`src/pkg/tvmd_pkg.sv`:
```
/*
 * tvmd_pkg: register offsets, reset values, field positions and mode
 * table for the tv mode decode / flicker select block.
 * Assumes a host port that presents byte-wide register reads and writes.
 */
`default_nettype none
package tvmd_pkg;
	localparam logic [7:0] OFS_MODE    = 8'h00;
	localparam logic [7:0] OFS_FLICKER = 8'h01;
	localparam logic [7:0] RST_MODE    = 8'h6A;
	localparam logic [1:0] RST_FLICKER = 2'h1;
	localparam int IR_HI = 7;
	localparam int IR_LO = 5;
	localparam int VOS_HI = 4;
	localparam int VOS_LO = 3;
	localparam int SR_HI = 2;
	localparam int SR_LO = 0;

	typedef enum logic [1:0] {
		TVMD_PAL   = 2'h0,
		TVMD_NTSC  = 2'h1,
		TVMD_PALM  = 2'h2,
		TVMD_NTSCJ = 2'h3
	} tvmd_std_e;

	typedef enum logic [2:0] {
		TVMD_S5_4  = 3'h0,
		TVMD_S1_1  = 3'h1,
		TVMD_S7_8  = 3'h2,
		TVMD_S5_6  = 3'h3,
		TVMD_S3_4  = 3'h4,
		TVMD_S7_10 = 3'h5
	} tvmd_scale_e;

	// weights: prev:cur:next line
	localparam logic [5:0] W_OFF = 6'h04; // 0:1:0
	localparam logic [5:0] W_121 = 6'h19; // 1:2:1
	localparam logic [5:0] W_131 = 6'h1D; // 1:3:1
	localparam logic [5:0] W_111 = 6'h15; // 1:1:1
	localparam logic [2:0] TAPS3 = 3'h3;
	localparam logic [2:0] TAPS4 = 3'h4;
	localparam logic [2:0] TAPS5 = 3'h5;
	localparam logic [4:0] MODE_NONE = 5'h1F;

	// row: {ir, vos(pal/ntsc), sr, hactive, vactive, htotal, vtotal, pclk_hz}
	localparam int NMODE = 25;
	typedef struct packed {
		logic [2:0]  ir;
		logic        ntsc;
		logic [2:0]  sr;
		logic [10:0] hact;
		logic [9:0]  vact;
		logic [10:0] htot;
		logic [9:0]  vtot;
		logic [25:0] pclk;
	} tvmd_row_s;

	localparam tvmd_row_s MODES [NMODE] = '{
		'{3'h0,1'h0,3'h0,11'd512,10'd384,11'd840,10'd500,26'd21000000},
		'{3'h0,1'h0,3'h1,11'd512,10'd384,11'd840,10'd625,26'd26250000},
		'{3'h0,1'h1,3'h0,11'd512,10'd384,11'd800,10'd420,26'd20139860},
		'{3'h0,1'h1,3'h1,11'd512,10'd384,11'd784,10'd525,26'd24671329},
		'{3'h1,1'h0,3'h0,11'd720,10'd400,11'd1125,10'd500,26'd28125000},
		'{3'h1,1'h0,3'h1,11'd720,10'd400,11'd1116,10'd625,26'd34875000},
		'{3'h1,1'h1,3'h0,11'd720,10'd400,11'd945,10'd420,26'd23790210},
		'{3'h1,1'h1,3'h1,11'd720,10'd400,11'd936,10'd525,26'd29454545},
		'{3'h2,1'h0,3'h0,11'd640,10'd400,11'd1000,10'd500,26'd25000000},
		'{3'h2,1'h0,3'h1,11'd640,10'd400,11'd1008,10'd625,26'd31500000},
		'{3'h2,1'h1,3'h0,11'd640,10'd400,11'd840,10'd420,26'd21146853},
		'{3'h2,1'h1,3'h1,11'd640,10'd400,11'd840,10'd525,26'd26433566},
		'{3'h2,1'h1,3'h2,11'd640,10'd400,11'd840,10'd600,26'd30209790},
		'{3'h3,1'h0,3'h0,11'd640,10'd480,11'd840,10'd500,26'd21000000},
		'{3'h3,1'h0,3'h1,11'd640,10'd480,11'd840,10'd625,26'd26250000},
		'{3'h3,1'h0,3'h3,11'd640,10'd480,11'd840,10'd750,26'd31500000},
		'{3'h3,1'h1,3'h1,11'd640,10'd480,11'd784,10'd525,26'd24671329},
		'{3'h3,1'h1,3'h2,11'd640,10'd480,11'd784,10'd600,26'd28195804},
		'{3'h3,1'h1,3'h3,11'd640,10'd480,11'd800,10'd630,26'd30209790},
		'{3'h4,1'h0,3'h1,11'd800,10'd600,11'd944,10'd625,26'd29500000},
		'{3'h4,1'h0,3'h3,11'd800,10'd600,11'd960,10'd750,26'd36000000},
		'{3'h4,1'h0,3'h4,11'd800,10'd600,11'd936,10'd836,26'd39000000},
		'{3'h4,1'h1,3'h3,11'd800,10'd600,11'd1040,10'd630,26'd39272727},
		'{3'h4,1'h1,3'h4,11'd800,10'd600,11'd1040,10'd700,26'd43636364},
		'{3'h4,1'h1,3'h5,11'd800,10'd600,11'd1064,10'd750,26'd47832168}
	};
endpackage : tvmd_pkg
`default_nettype wire

```
`src/rtl/tvmd_decode.sv`:
```
/*
 * tvmd_decode: display mode and flicker filter registers, mode decode
 * into frame timing, and flicker filter weighting selection.
 * Assumes a byte-wide host register port synchronous to clk_sys and a
 * frame_start pulse from the output timing generator.
 */
`timescale 1ns/1ps
`default_nettype none
module tvmd_decode (
	// clock, reset, enable
	input  wire logic        clk_sys,
	input  wire logic        resetn,
	input  wire logic        clk_en,
	// host register port
	input  wire logic        reg_wr,
	input  wire logic        reg_rd,
	input  wire logic [7:0]  reg_addr,
	input  wire logic [7:0]  reg_wdata,
	output logic      [7:0]  reg_rdata,
	// companion controls
	input  wire logic        five_line_filter_en,
	input  wire logic        reference_source_select,
	input  wire logic        frame_start,
	// decoded mode
	output logic      [4:0]  mode_num,
	output logic             mode_invalid,
	output logic      [1:0]  tv_standard,
	output logic      [2:0]  scale_ratio,
	output logic      [10:0] active_width,
	output logic      [9:0]  active_height,
	output logic      [10:0] total_pixels,
	output logic      [9:0]  total_lines,
	output logic      [25:0] pixel_clock_hz,
	output logic             pll_from_mode,
	// flicker filter
	output logic      [5:0]  line_weights,
	output logic      [2:0]  filter_taps
);
	logic [7:0]  mode_reg_q;
	logic [1:0]  flick_reg_q;
	logic [7:0]  mode_act_q;
	logic [1:0]  flick_act_q;
	logic [7:0]  rdata_d;
	logic [2:0]  ir;
	logic [1:0]  vos;
	logic [2:0]  sr;
	logic        vos_ntsc;
	logic [4:0]  hit_idx;
	logic        hit;
	logic [tvmd_pkg::NMODE-1:0] row_match;
	logic        unscaled;
	logic [5:0]  weights_d;
	logic [2:0]  taps_d;
	tvmd_pkg::tvmd_row_s row;

	wire wr_mode  = reg_wr && (reg_addr == tvmd_pkg::OFS_MODE);
	wire wr_flick = reg_wr && (reg_addr == tvmd_pkg::OFS_FLICKER);

	assign rdata_d = (reg_addr == tvmd_pkg::OFS_MODE)    ? mode_reg_q :
	                 (reg_addr == tvmd_pkg::OFS_FLICKER) ? {6'h00, flick_reg_q} :
	                 8'h00;

	// host writes land in the staging copies only
	always_ff @(posedge clk_sys or negedge resetn) begin
		if (!resetn) begin
			mode_reg_q <= tvmd_pkg::RST_MODE;
		end else if (clk_en && wr_mode) begin
			mode_reg_q <= reg_wdata;
		end
	end

	always_ff @(posedge clk_sys or negedge resetn) begin
		if (!resetn) begin
			flick_reg_q <= tvmd_pkg::RST_FLICKER;
		end else if (clk_en && wr_flick) begin
			flick_reg_q <= reg_wdata[1:0];
		end
	end

	// read data held until the next read strobe
	always_ff @(posedge clk_sys or negedge resetn) begin
		if (!resetn) begin
			reg_rdata <= 8'h00;
		end else if (clk_en && reg_rd) begin
			reg_rdata <= rdata_d;
		end
	end

	// shadow copies: no frame is built from mixed settings
	always_ff @(posedge clk_sys or negedge resetn) begin
		if (!resetn) begin
			mode_act_q <= tvmd_pkg::RST_MODE;
		end else if (clk_en && frame_start) begin
			mode_act_q <= mode_reg_q;
		end
	end

	always_ff @(posedge clk_sys or negedge resetn) begin
		if (!resetn) begin
			flick_act_q <= tvmd_pkg::RST_FLICKER;
		end else if (clk_en && frame_start) begin
			flick_act_q <= flick_reg_q;
		end
	end

	assign ir  = mode_act_q[tvmd_pkg::IR_HI:tvmd_pkg::IR_LO];
	assign vos = mode_act_q[tvmd_pkg::VOS_HI:tvmd_pkg::VOS_LO];
	assign sr  = mode_act_q[tvmd_pkg::SR_HI:tvmd_pkg::SR_LO];
	// PAL-M follows PAL rows, NTSC-J follows NTSC rows
	assign vos_ntsc = (vos == tvmd_pkg::TVMD_NTSC) || (vos == tvmd_pkg::TVMD_NTSCJ);

	// one comparator per table row; rows never overlap, so at most one hits
	for (genvar g = 0; g < tvmd_pkg::NMODE; g++) begin : g_row
		assign row_match[g] = (tvmd_pkg::MODES[g].ir == ir) &&
		                      (tvmd_pkg::MODES[g].ntsc == vos_ntsc) &&
		                      (tvmd_pkg::MODES[g].sr == sr);
	end

	assign hit = |row_match;

	always_comb begin
		hit_idx = tvmd_pkg::MODE_NONE;
		for (int i = 0; i < tvmd_pkg::NMODE; i++) begin
			if (row_match[i])
				hit_idx = 5'(i);
		end
	end

	assign row = hit ? tvmd_pkg::MODES[hit_idx] : '0;
	assign unscaled = (sr == tvmd_pkg::TVMD_S1_1);

	always_comb begin
		weights_d = tvmd_pkg::W_OFF;
		taps_d    = tvmd_pkg::TAPS3;
		if (unscaled) begin
			case (flick_act_q)
				2'h0:    weights_d = tvmd_pkg::W_OFF;
				2'h1:    weights_d = tvmd_pkg::W_121;
				2'h2:    weights_d = tvmd_pkg::W_131;
				2'h3:    weights_d = tvmd_pkg::W_111;
				default: weights_d = tvmd_pkg::W_OFF;
			endcase
		end else if (!flick_act_q[1]) begin
			taps_d = tvmd_pkg::TAPS3;
		end else if (sr == tvmd_pkg::TVMD_S7_10 && five_line_filter_en) begin
			taps_d = tvmd_pkg::TAPS5;
		end else begin
			taps_d = tvmd_pkg::TAPS4;
		end
	end

	// decoded outputs trail the active copy by one edge
	always_ff @(posedge clk_sys or negedge resetn) begin
		if (!resetn) begin
			mode_num     <= 5'h00;
			mode_invalid <= 1'b0;
		end else if (clk_en) begin
			mode_num     <= hit_idx;
			mode_invalid <= !hit;
		end
	end

	always_ff @(posedge clk_sys or negedge resetn) begin
		if (!resetn) begin
			tv_standard <= 2'h0;
			scale_ratio <= 3'h0;
		end else if (clk_en) begin
			tv_standard <= vos;
			scale_ratio <= sr;
		end
	end

	always_ff @(posedge clk_sys or negedge resetn) begin
		if (!resetn) begin
			active_width  <= 11'h000;
			active_height <= 10'h000;
		end else if (clk_en) begin
			active_width  <= row.hact;
			active_height <= row.vact;
		end
	end

	always_ff @(posedge clk_sys or negedge resetn) begin
		if (!resetn) begin
			total_pixels <= 11'h000;
			total_lines  <= 10'h000;
		end else if (clk_en) begin
			total_pixels <= row.htot;
			total_lines  <= row.vtot;
		end
	end

	always_ff @(posedge clk_sys or negedge resetn) begin
		if (!resetn) begin
			pixel_clock_hz <= 26'h0000000;
			pll_from_mode  <= 1'b0;
		end else if (clk_en) begin
			pixel_clock_hz <= row.pclk;
			pll_from_mode  <= reference_source_select && hit;
		end
	end

	always_ff @(posedge clk_sys or negedge resetn) begin
		if (!resetn) begin
			line_weights <= 6'h00;
			filter_taps  <= 3'h0;
		end else if (clk_en) begin
			line_weights <= weights_d;
			filter_taps  <= taps_d;
		end
	end
endmodule : tvmd_decode
`default_nettype wire

```
`config.mk`:
```
export PLATFORM = sky130hd
export DESIGN_NAME = tvmd_decode
export DESIGN_NICKNAME = d
export VERILOG_FILES = /design/src/pkg/tvmd_pkg.sv /design/src/rtl/tvmd_decode.sv
export SDC_FILE = /design/constraint.sdc
export NUM_CORES = 1
export LEC_CHECK = 0
export ABC_CLOCK_PERIOD_IN_PS = 2900
export BUFFER_PORTS_ARGS = -buffer_cell sky130_fd_sc_hd__buf_2
export CAP_MARGIN = 10
export CORE_ASPECT_RATIO = 1.4
export CORE_MARGIN = 8
export CORE_UTILIZATION = 35
export CTS_BUF_LIST = sky130_fd_sc_hd__clkbuf_16
export DETAILED_ROUTE_END_ITERATION = 7
export PLACE_DENSITY_LB_ADDON = 0.12
export SLEW_MARGIN = 20
export SYNTH_ARGS = -nofsm -noshare
export SYNTH_HDL_FRONTEND = slang
export SYNTH_SLANG_ARGS = --single-unit
```
`constraint.sdc`:
```
create_clock -name clk_sys -period 2.9 [get_ports clk_sys]
set_clock_uncertainty 0.1 [all_clocks]
set_input_delay 0.435 -clock clk_sys [delete_from_list [all_inputs] [get_ports clk_sys]]
set_output_delay 0.435 -clock clk_sys [all_outputs]
set_load 0.03 [all_outputs]
```
# Word-level counts from Yosys, hierarchy flattened
# Memories as Yosys holds them, arrays and structs flattened.
# Cells that the tools add are included.
[totals]
regBits = 117
romBits = 2400
inputBits = 24
out_inout_bits = 97
n_memories = 1
[op_classes]
n_lt_le_gt_ge = 1
n_eq_ne = 17
muxes = 35
n_bitwise = 2
reduce_logical = 50
[mem_list]
columns = ["memory", "depth", "width", "rd", "rd_clocked_by_memory_dff", "write_ports", "line", "text"]
rows = [
  ["(name not given)", 32, 75, 1, 0, 0, "tvmd_decode.sv:129", "assign row = hit ? tvmd_pkg::MODES[hit_idx] : '0;"],
]
[ops]
columns = ["cell", "n"]
rows = [
  ["2-to-1 mux 68 bit", 3],
  ["2-to-1 mux 5 bit", 25],
  ["logical AND 1 bit", 43],
  ["OR reduction 25 bit", 1],
  ["one-hot mux 6 bit (4 select lines)", 1],
  ["== test 2 x 3 -> 1 bit (first input constant)", 4],
  ["== test 3 bit (first input constant)", 3],
  ["== test 8 x 1 -> 1 bit (second input constant)", 1],
  ["zero test 8 bit", 1],
  ["2-to-1 mux 8 bit", 1],
  ["== test 1 x 3 -> 1 bit (first input constant)", 2],
  ["== test 2 bit (second input constant)", 3],
  [">= comparator 6 bit (second input constant)", 1],
  ["zero test 3 bit", 2],
  ["2-to-1 mux 3 bit", 2],
  ["2-to-1 mux 6 bit", 1],
  ["inverter 5 -> 6 bit", 1],
  ["== test 2 x 1 -> 1 bit (second input constant)", 2],
  ["== test 3 x 1 -> 1 bit (second input constant)", 1],
  ["== test 3 bit (second input constant)", 1],
  ["zero test 2 bit", 1],
  ["2-to-1 mux 2 bit", 1],
  ["zero test 1 bit", 1],
  ["logical OR 1 bit", 1],
  ["other kinds (2)", 2],
]

# Logic depth before layout (Yosys ltp)
[depth]
word_depth = 35
depth_mapped = 12
ltp_nobuf = 9

# Least setup slack after synthesis
# No wires, ideal clock.
[synth_path]
path_type = "flip-flop to flip-flop"
from = "register mode_act_q[3]"
to = "register pixel_clock_hz[5]"
arrival_time_ns = 2.928
required_ns = 2.678
setup_slack_ns = -0.249
path_stages_with_launch = 13
n_path_buf = 4
path_cell_list = "dfstp_2 > buf_2 > buf_2 > nor4b_1 > o31ai_1 > nand4_4 > buf_4 > ha_1 > clkbuf_1 > nand4_1 > o211ai_1 > o311ai_1 > a32o_1"
[synth_via]
elab_chain_cells = 35
elab_cells_between_ends = 70
classes_between = "eq/ne (2); mux (28); bitwise (2); reduce/logical (37); memory (1)"
[synth_rtl]
columns = ["element", "line", "text"]
rows = [
  ["from (decl)", "tvmd_decode.sv:41", "logic [7:0] mode_act_q;"],
  ["from (signal assigned)", "tvmd_decode.sv:92", "mode_act_q <= tvmd_pkg::RST_MODE;"],
  ["from (signal assigned)", "tvmd_decode.sv:94", "mode_act_q <= mode_reg_q;"],
  ["== test 2 x 1 -> 1 bit / == test 2 bit (equally long branches)", "tvmd_decode.sv:110", "assign vos_ntsc = (vos == tvmd_pkg::TVMD_NTSC) || (vos == tvmd_pkg::TVMD_NTSCJ);"],
  ["logical OR 1 bit (*)", "tvmd_decode.sv:110", ""],
  ["inverter 1 bit", "tvmd_decode.sv:115", "(tvmd_pkg::MODES[g].ntsc == vos_ntsc) &&"],
  ["logical AND 1 bit", "tvmd_decode.sv:114", "assign row_match[g] = (tvmd_pkg::MODES[g].ir == ir) &&"],
  ["logical AND 1 bit", "tvmd_decode.sv:115", ""],
  ["2-to-1 mux 5 bit (25 in a row)", "tvmd_decode.sv:124", "if (row_match[i])"],
  ["inverter 5 -> 6 bit (not written as such)", "tvmd_decode.sv:129", ""],
  ["memory read (32 x 75 bit)", "n/a", ""],
  ["2-to-1 mux 68 bit (not written as such) (2 in a row)", "tvmd_decode.sv:129", ""],
  ["2-to-1 mux 68 bit (*)", "tvmd_decode.sv:129", ""],
  ["to (signal assigned)", "tvmd_decode.sv:198", "pixel_clock_hz <= row.pclk;"],
  ["to (decl)", "tvmd_decode.sv:33", "output logic [25:0] pixel_clock_hz,"],
]
# Every way passes the cells marked *; elsewhere a longest branch is shown, timed or not. The select of a mux whose other input is x is not followed.
# A chain may end at the register's enable or synchronous reset.

# Worst setup path after layout
[layout_path]
from = "register mode_act_q[5]"
to = "register pixel_clock_hz[16]"
[layout_via]
elab_chain_cells = 33
elab_cells_between_ends = 71
classes_between = "eq/ne (4); mux (28); bitwise (1); reduce/logical (37); memory (1)"
[layout_rtl]
columns = ["element", "line"]
rows = [
  ["zero test 3 bit", "tvmd_decode.sv:114"],
  ["logical AND 1 bit", "tvmd_decode.sv:114"],
  ["logical AND 1 bit", "tvmd_decode.sv:115"],
  ["2-to-1 mux 5 bit (25 in a row)", "tvmd_decode.sv:124"],
  ["inverter 5 -> 6 bit (not written as such)", "tvmd_decode.sv:129"],
  ["memory read (32 x 75 bit)", "n/a"],
  ["2-to-1 mux 68 bit (not written as such) (2 in a row)", "tvmd_decode.sv:129"],
  ["2-to-1 mux 68 bit (*)", "tvmd_decode.sv:129"],
]
# Marks and branches as above.

==> metrics <==
area of the mapped netlist 0.00592 mm²; Port Buffers 109; sequential-to-total area share from yosys stat 42.1%; count of yosys warnings during synthesis 0; fraction of layout instances using a drive strength above 1 41.3%; grt ovf 0; static leakage 3.43 nW; final critical path time including I/O delays and setup 2900 ps; average size of a mapped cell 9.94 µm²; Least-Margin Pin Slew 795 ps; most common library cells after synthesis dfrtp_1 (89), nand2_1 (44), nor2_1 (41); Pwr per Cell Area 579 mW/mm²; Worst setup EP type flip-flop; class of the most critical setup path flip-flop to flip-flop; data arrival time of the critical path 3010 ps; Sinks on Clock Net 99; routed length per instance 23.3 µm; achievable frequency 0.345 GHz; fillers 1650; antenna violation net count after detailed routing 0; Cells after Synth 595; top fanout value on the critical path 6; period utilisation layout 100%; total routing usage reported by global routing 21.2%; CTS tree done; clock insertion delay at the later pin of the skew report 360 ps; vias per std cell 5.75; Critical Path RT 3010 ps; worst reg-to-reg setup slack -2 ps; number of unique standard cell types used by synthesis 93; post-route non-filler standard cell count 959; row count 56; number of synthesized flops with an enable pin 0; maximum VDD drop 0.000219 V; Yosys top cell by area dfrtp_1; TritonCTS Buffers 9; die area 0.0214 mm²; number of nets in the final layout 785; deepest clock path buffer count 2; diode insertion count for antenna repair 0; primary flip-flop cell chosen by synthesis mapping dfrtp_1; worst hold path class input port to flip-flop; instance area at placement 0.00712 mm²; Max Transition Viols Final 0; number of failing setup endpoints in the final timing report 1; violated checks setup timing; most frequent cell after synthesis dfrtp_1; result of the run finished with violations; Max H-tree Level 3; Clock Tree Root clkbuf_16; clock input transition at the sequential cells of the worst setup and hold paths 80 ps; setup slack of the critical path after layout -1.62 ps; gpl congestion 0.916; die boundary width 126 µm; detailed-route wire length 22.3 mm; Total Power 4.38 mW; vias in the first global route 5957; number of maximum-capacitance violations 0; number of register bits inferred by synthesis 99; HPWL reported at the end of detailed placement 16.9 mm; RSZ-0062 raised after global routing yes; Via Count 5515; count of pins on the block boundary 121; global-route wire length before repair 35.0 mm; detailed-route DRC error count 0; number of design-rule violations left by the first detailed-router iteration 289; Post-Layout Inst Area 0.00757 mm²; number of antenna violations at the first check in global routing 0; fraction of registers with async set/reset 100%; Cell Count Post-Placement 938; initial core utilization 35.5%; largest cells by area after synthesis dfrtp_1 (38%), mux2_2 (6.5%), dfstp_2 (4.4%); Die H 170 µm; kind of start point of the critical path flip-flop; detailed-routing iteration count for the pre-antenna-repair pass 6; pin count of the biggest net entering global routing 66; area share of the leading cell type in the synthesized netlist 37.6%; area growth from synthesis to final layout 28.0%; area of the core 0.0167 mm²; Final Hold Slack 193 ps; final hold vios 0; worst slack after detailed placement -117 ps; max_slew headroom 47.0%
registers in the layout, indices dropped and copies added, names as in the netlist, 4 cells and up:
| register | cells |
|---|---|
| active_width | 4 |
| active_height | 4 |
| total_lines | 10 |
| total_pixels | 9 |
| mode_reg_q | 8 |
| mode_num | 5 |
| pixel_clock_hz | 26 |
| reg_rdata | 8 |
| mode_act_q | 8 |
layout make-up:
class                           instances  area, µm²  share of cell area, %
Sequential cell                        99       2490                   33.0
Tap cell                              203        254                   3.36
Inverter                               23       93.8                   1.24
Multi-Input combinational cell        415       3110                   41.0
Timing Repair Buffer                  203       1330                   17.5
Clock buffer                            9        225                   2.98
Clock inverter                          7       70.1                  0.926
critical path, cell delays in order, from the launching register on:
cell and delay (ps):
dfstp_2 570, or3b_1 360, a2111o_1 450, nand4_4 180
ha_4 250, nand4_1 210, buf_4 160, o21ai_0 70
a21oi_1 240, o221ai_1 150
final timing paths:
check                                             start                 end  cells after the start
worst max-delay path                      mode_act_q[5]  pixel_clock_hz[16]                      9
worst min-delay path            reference_source_select       pll_from_mode                      2
worst max register to register            mode_act_q[5]  pixel_clock_hz[16]                      9
worst min register to register          active_width[9]     active_width[9]                      1
max in group asynchronous                        resetn       mode_act_q[3]                      3
min in group asynchronous                        resetn      total_lines[9]                      2
through the flow:
step	TNS, ps	util (%)
6_report	-1.62	45.4
5_1_grt	-99.3	45.4
4_1_cts	0	44.8
3_5_place_dp	-491	42.7
3_3_place_gp	-326	42.7
2_1_floorplan	0	-
per-layer routing:
layer  routed length [µm]  share of wire, %  global-route usage (%)  vias to the layer above
li1                     -                 -                       -                     2513
met1                 8300                37                    22.0                     2755
met2                12000                54                    39.8                      192
met3                  998               4.5                    3.60                       55
met4                 1070               4.8                    11.9                        0
met5                    0                 0                       0                        -
power by group:
| group | switching (mW) | internal [mW] |
|---|---|---|
| logic | 0.999 | 0.531 |
| clock network | 0.616 | 0.609 |
| registers | 0.0952 | 1.53 |
timing repair:
action / in CTS / in global routing
pin swaps: 1 / 6
setup endpoints to repair: 11 / 22
buffers inserted: 3 / 0
hold buffers: 1 / 0
gates resized for setup: 5 / 22
endpoints found under the hold margin: 27 / 0
cloned: 1 / 0
cell usage in the layout, fill, tap and decap left out, types with 5 or more instances in the layout:
master     count
clkbuf_16      9
nand2_1       44
o211ai_1      12
a22o_1         9
conb_1        11
nand3_1       21
a211oi_1       5
o32ai_1        8
dfrtp_1       88
nor2_1        40
nand4_1        6
a31oi_1        5
buf_2        108
o2bb2ai_1     15
mux2_2        34
dfstp_2        9
a21oi_1       17
inv_1         18
ha_1           7
o21ai_0       24
o221ai_1       7
a21o_1        10
buf_4         87
and2_1         5
nor3_1         5
buf_12         5
kinds of logic after synthesis:
logic type | Yosys count | share of synthesized area [%]
flip-flops | 99 | 42.1
other | 1 | 0.0634
AO/OA/AOI/OAI | 184 | 24.2
XOR/XNOR | 3 | 0.444
buffers and inverters | 92 | 8.38
multiplexers | 39 | 7.40
adder cells (fa/ha/maj) | 10 | 2.12
AND/OR/NAND/NOR | 167 | 15.3
(Power assumes the default switching activity.)
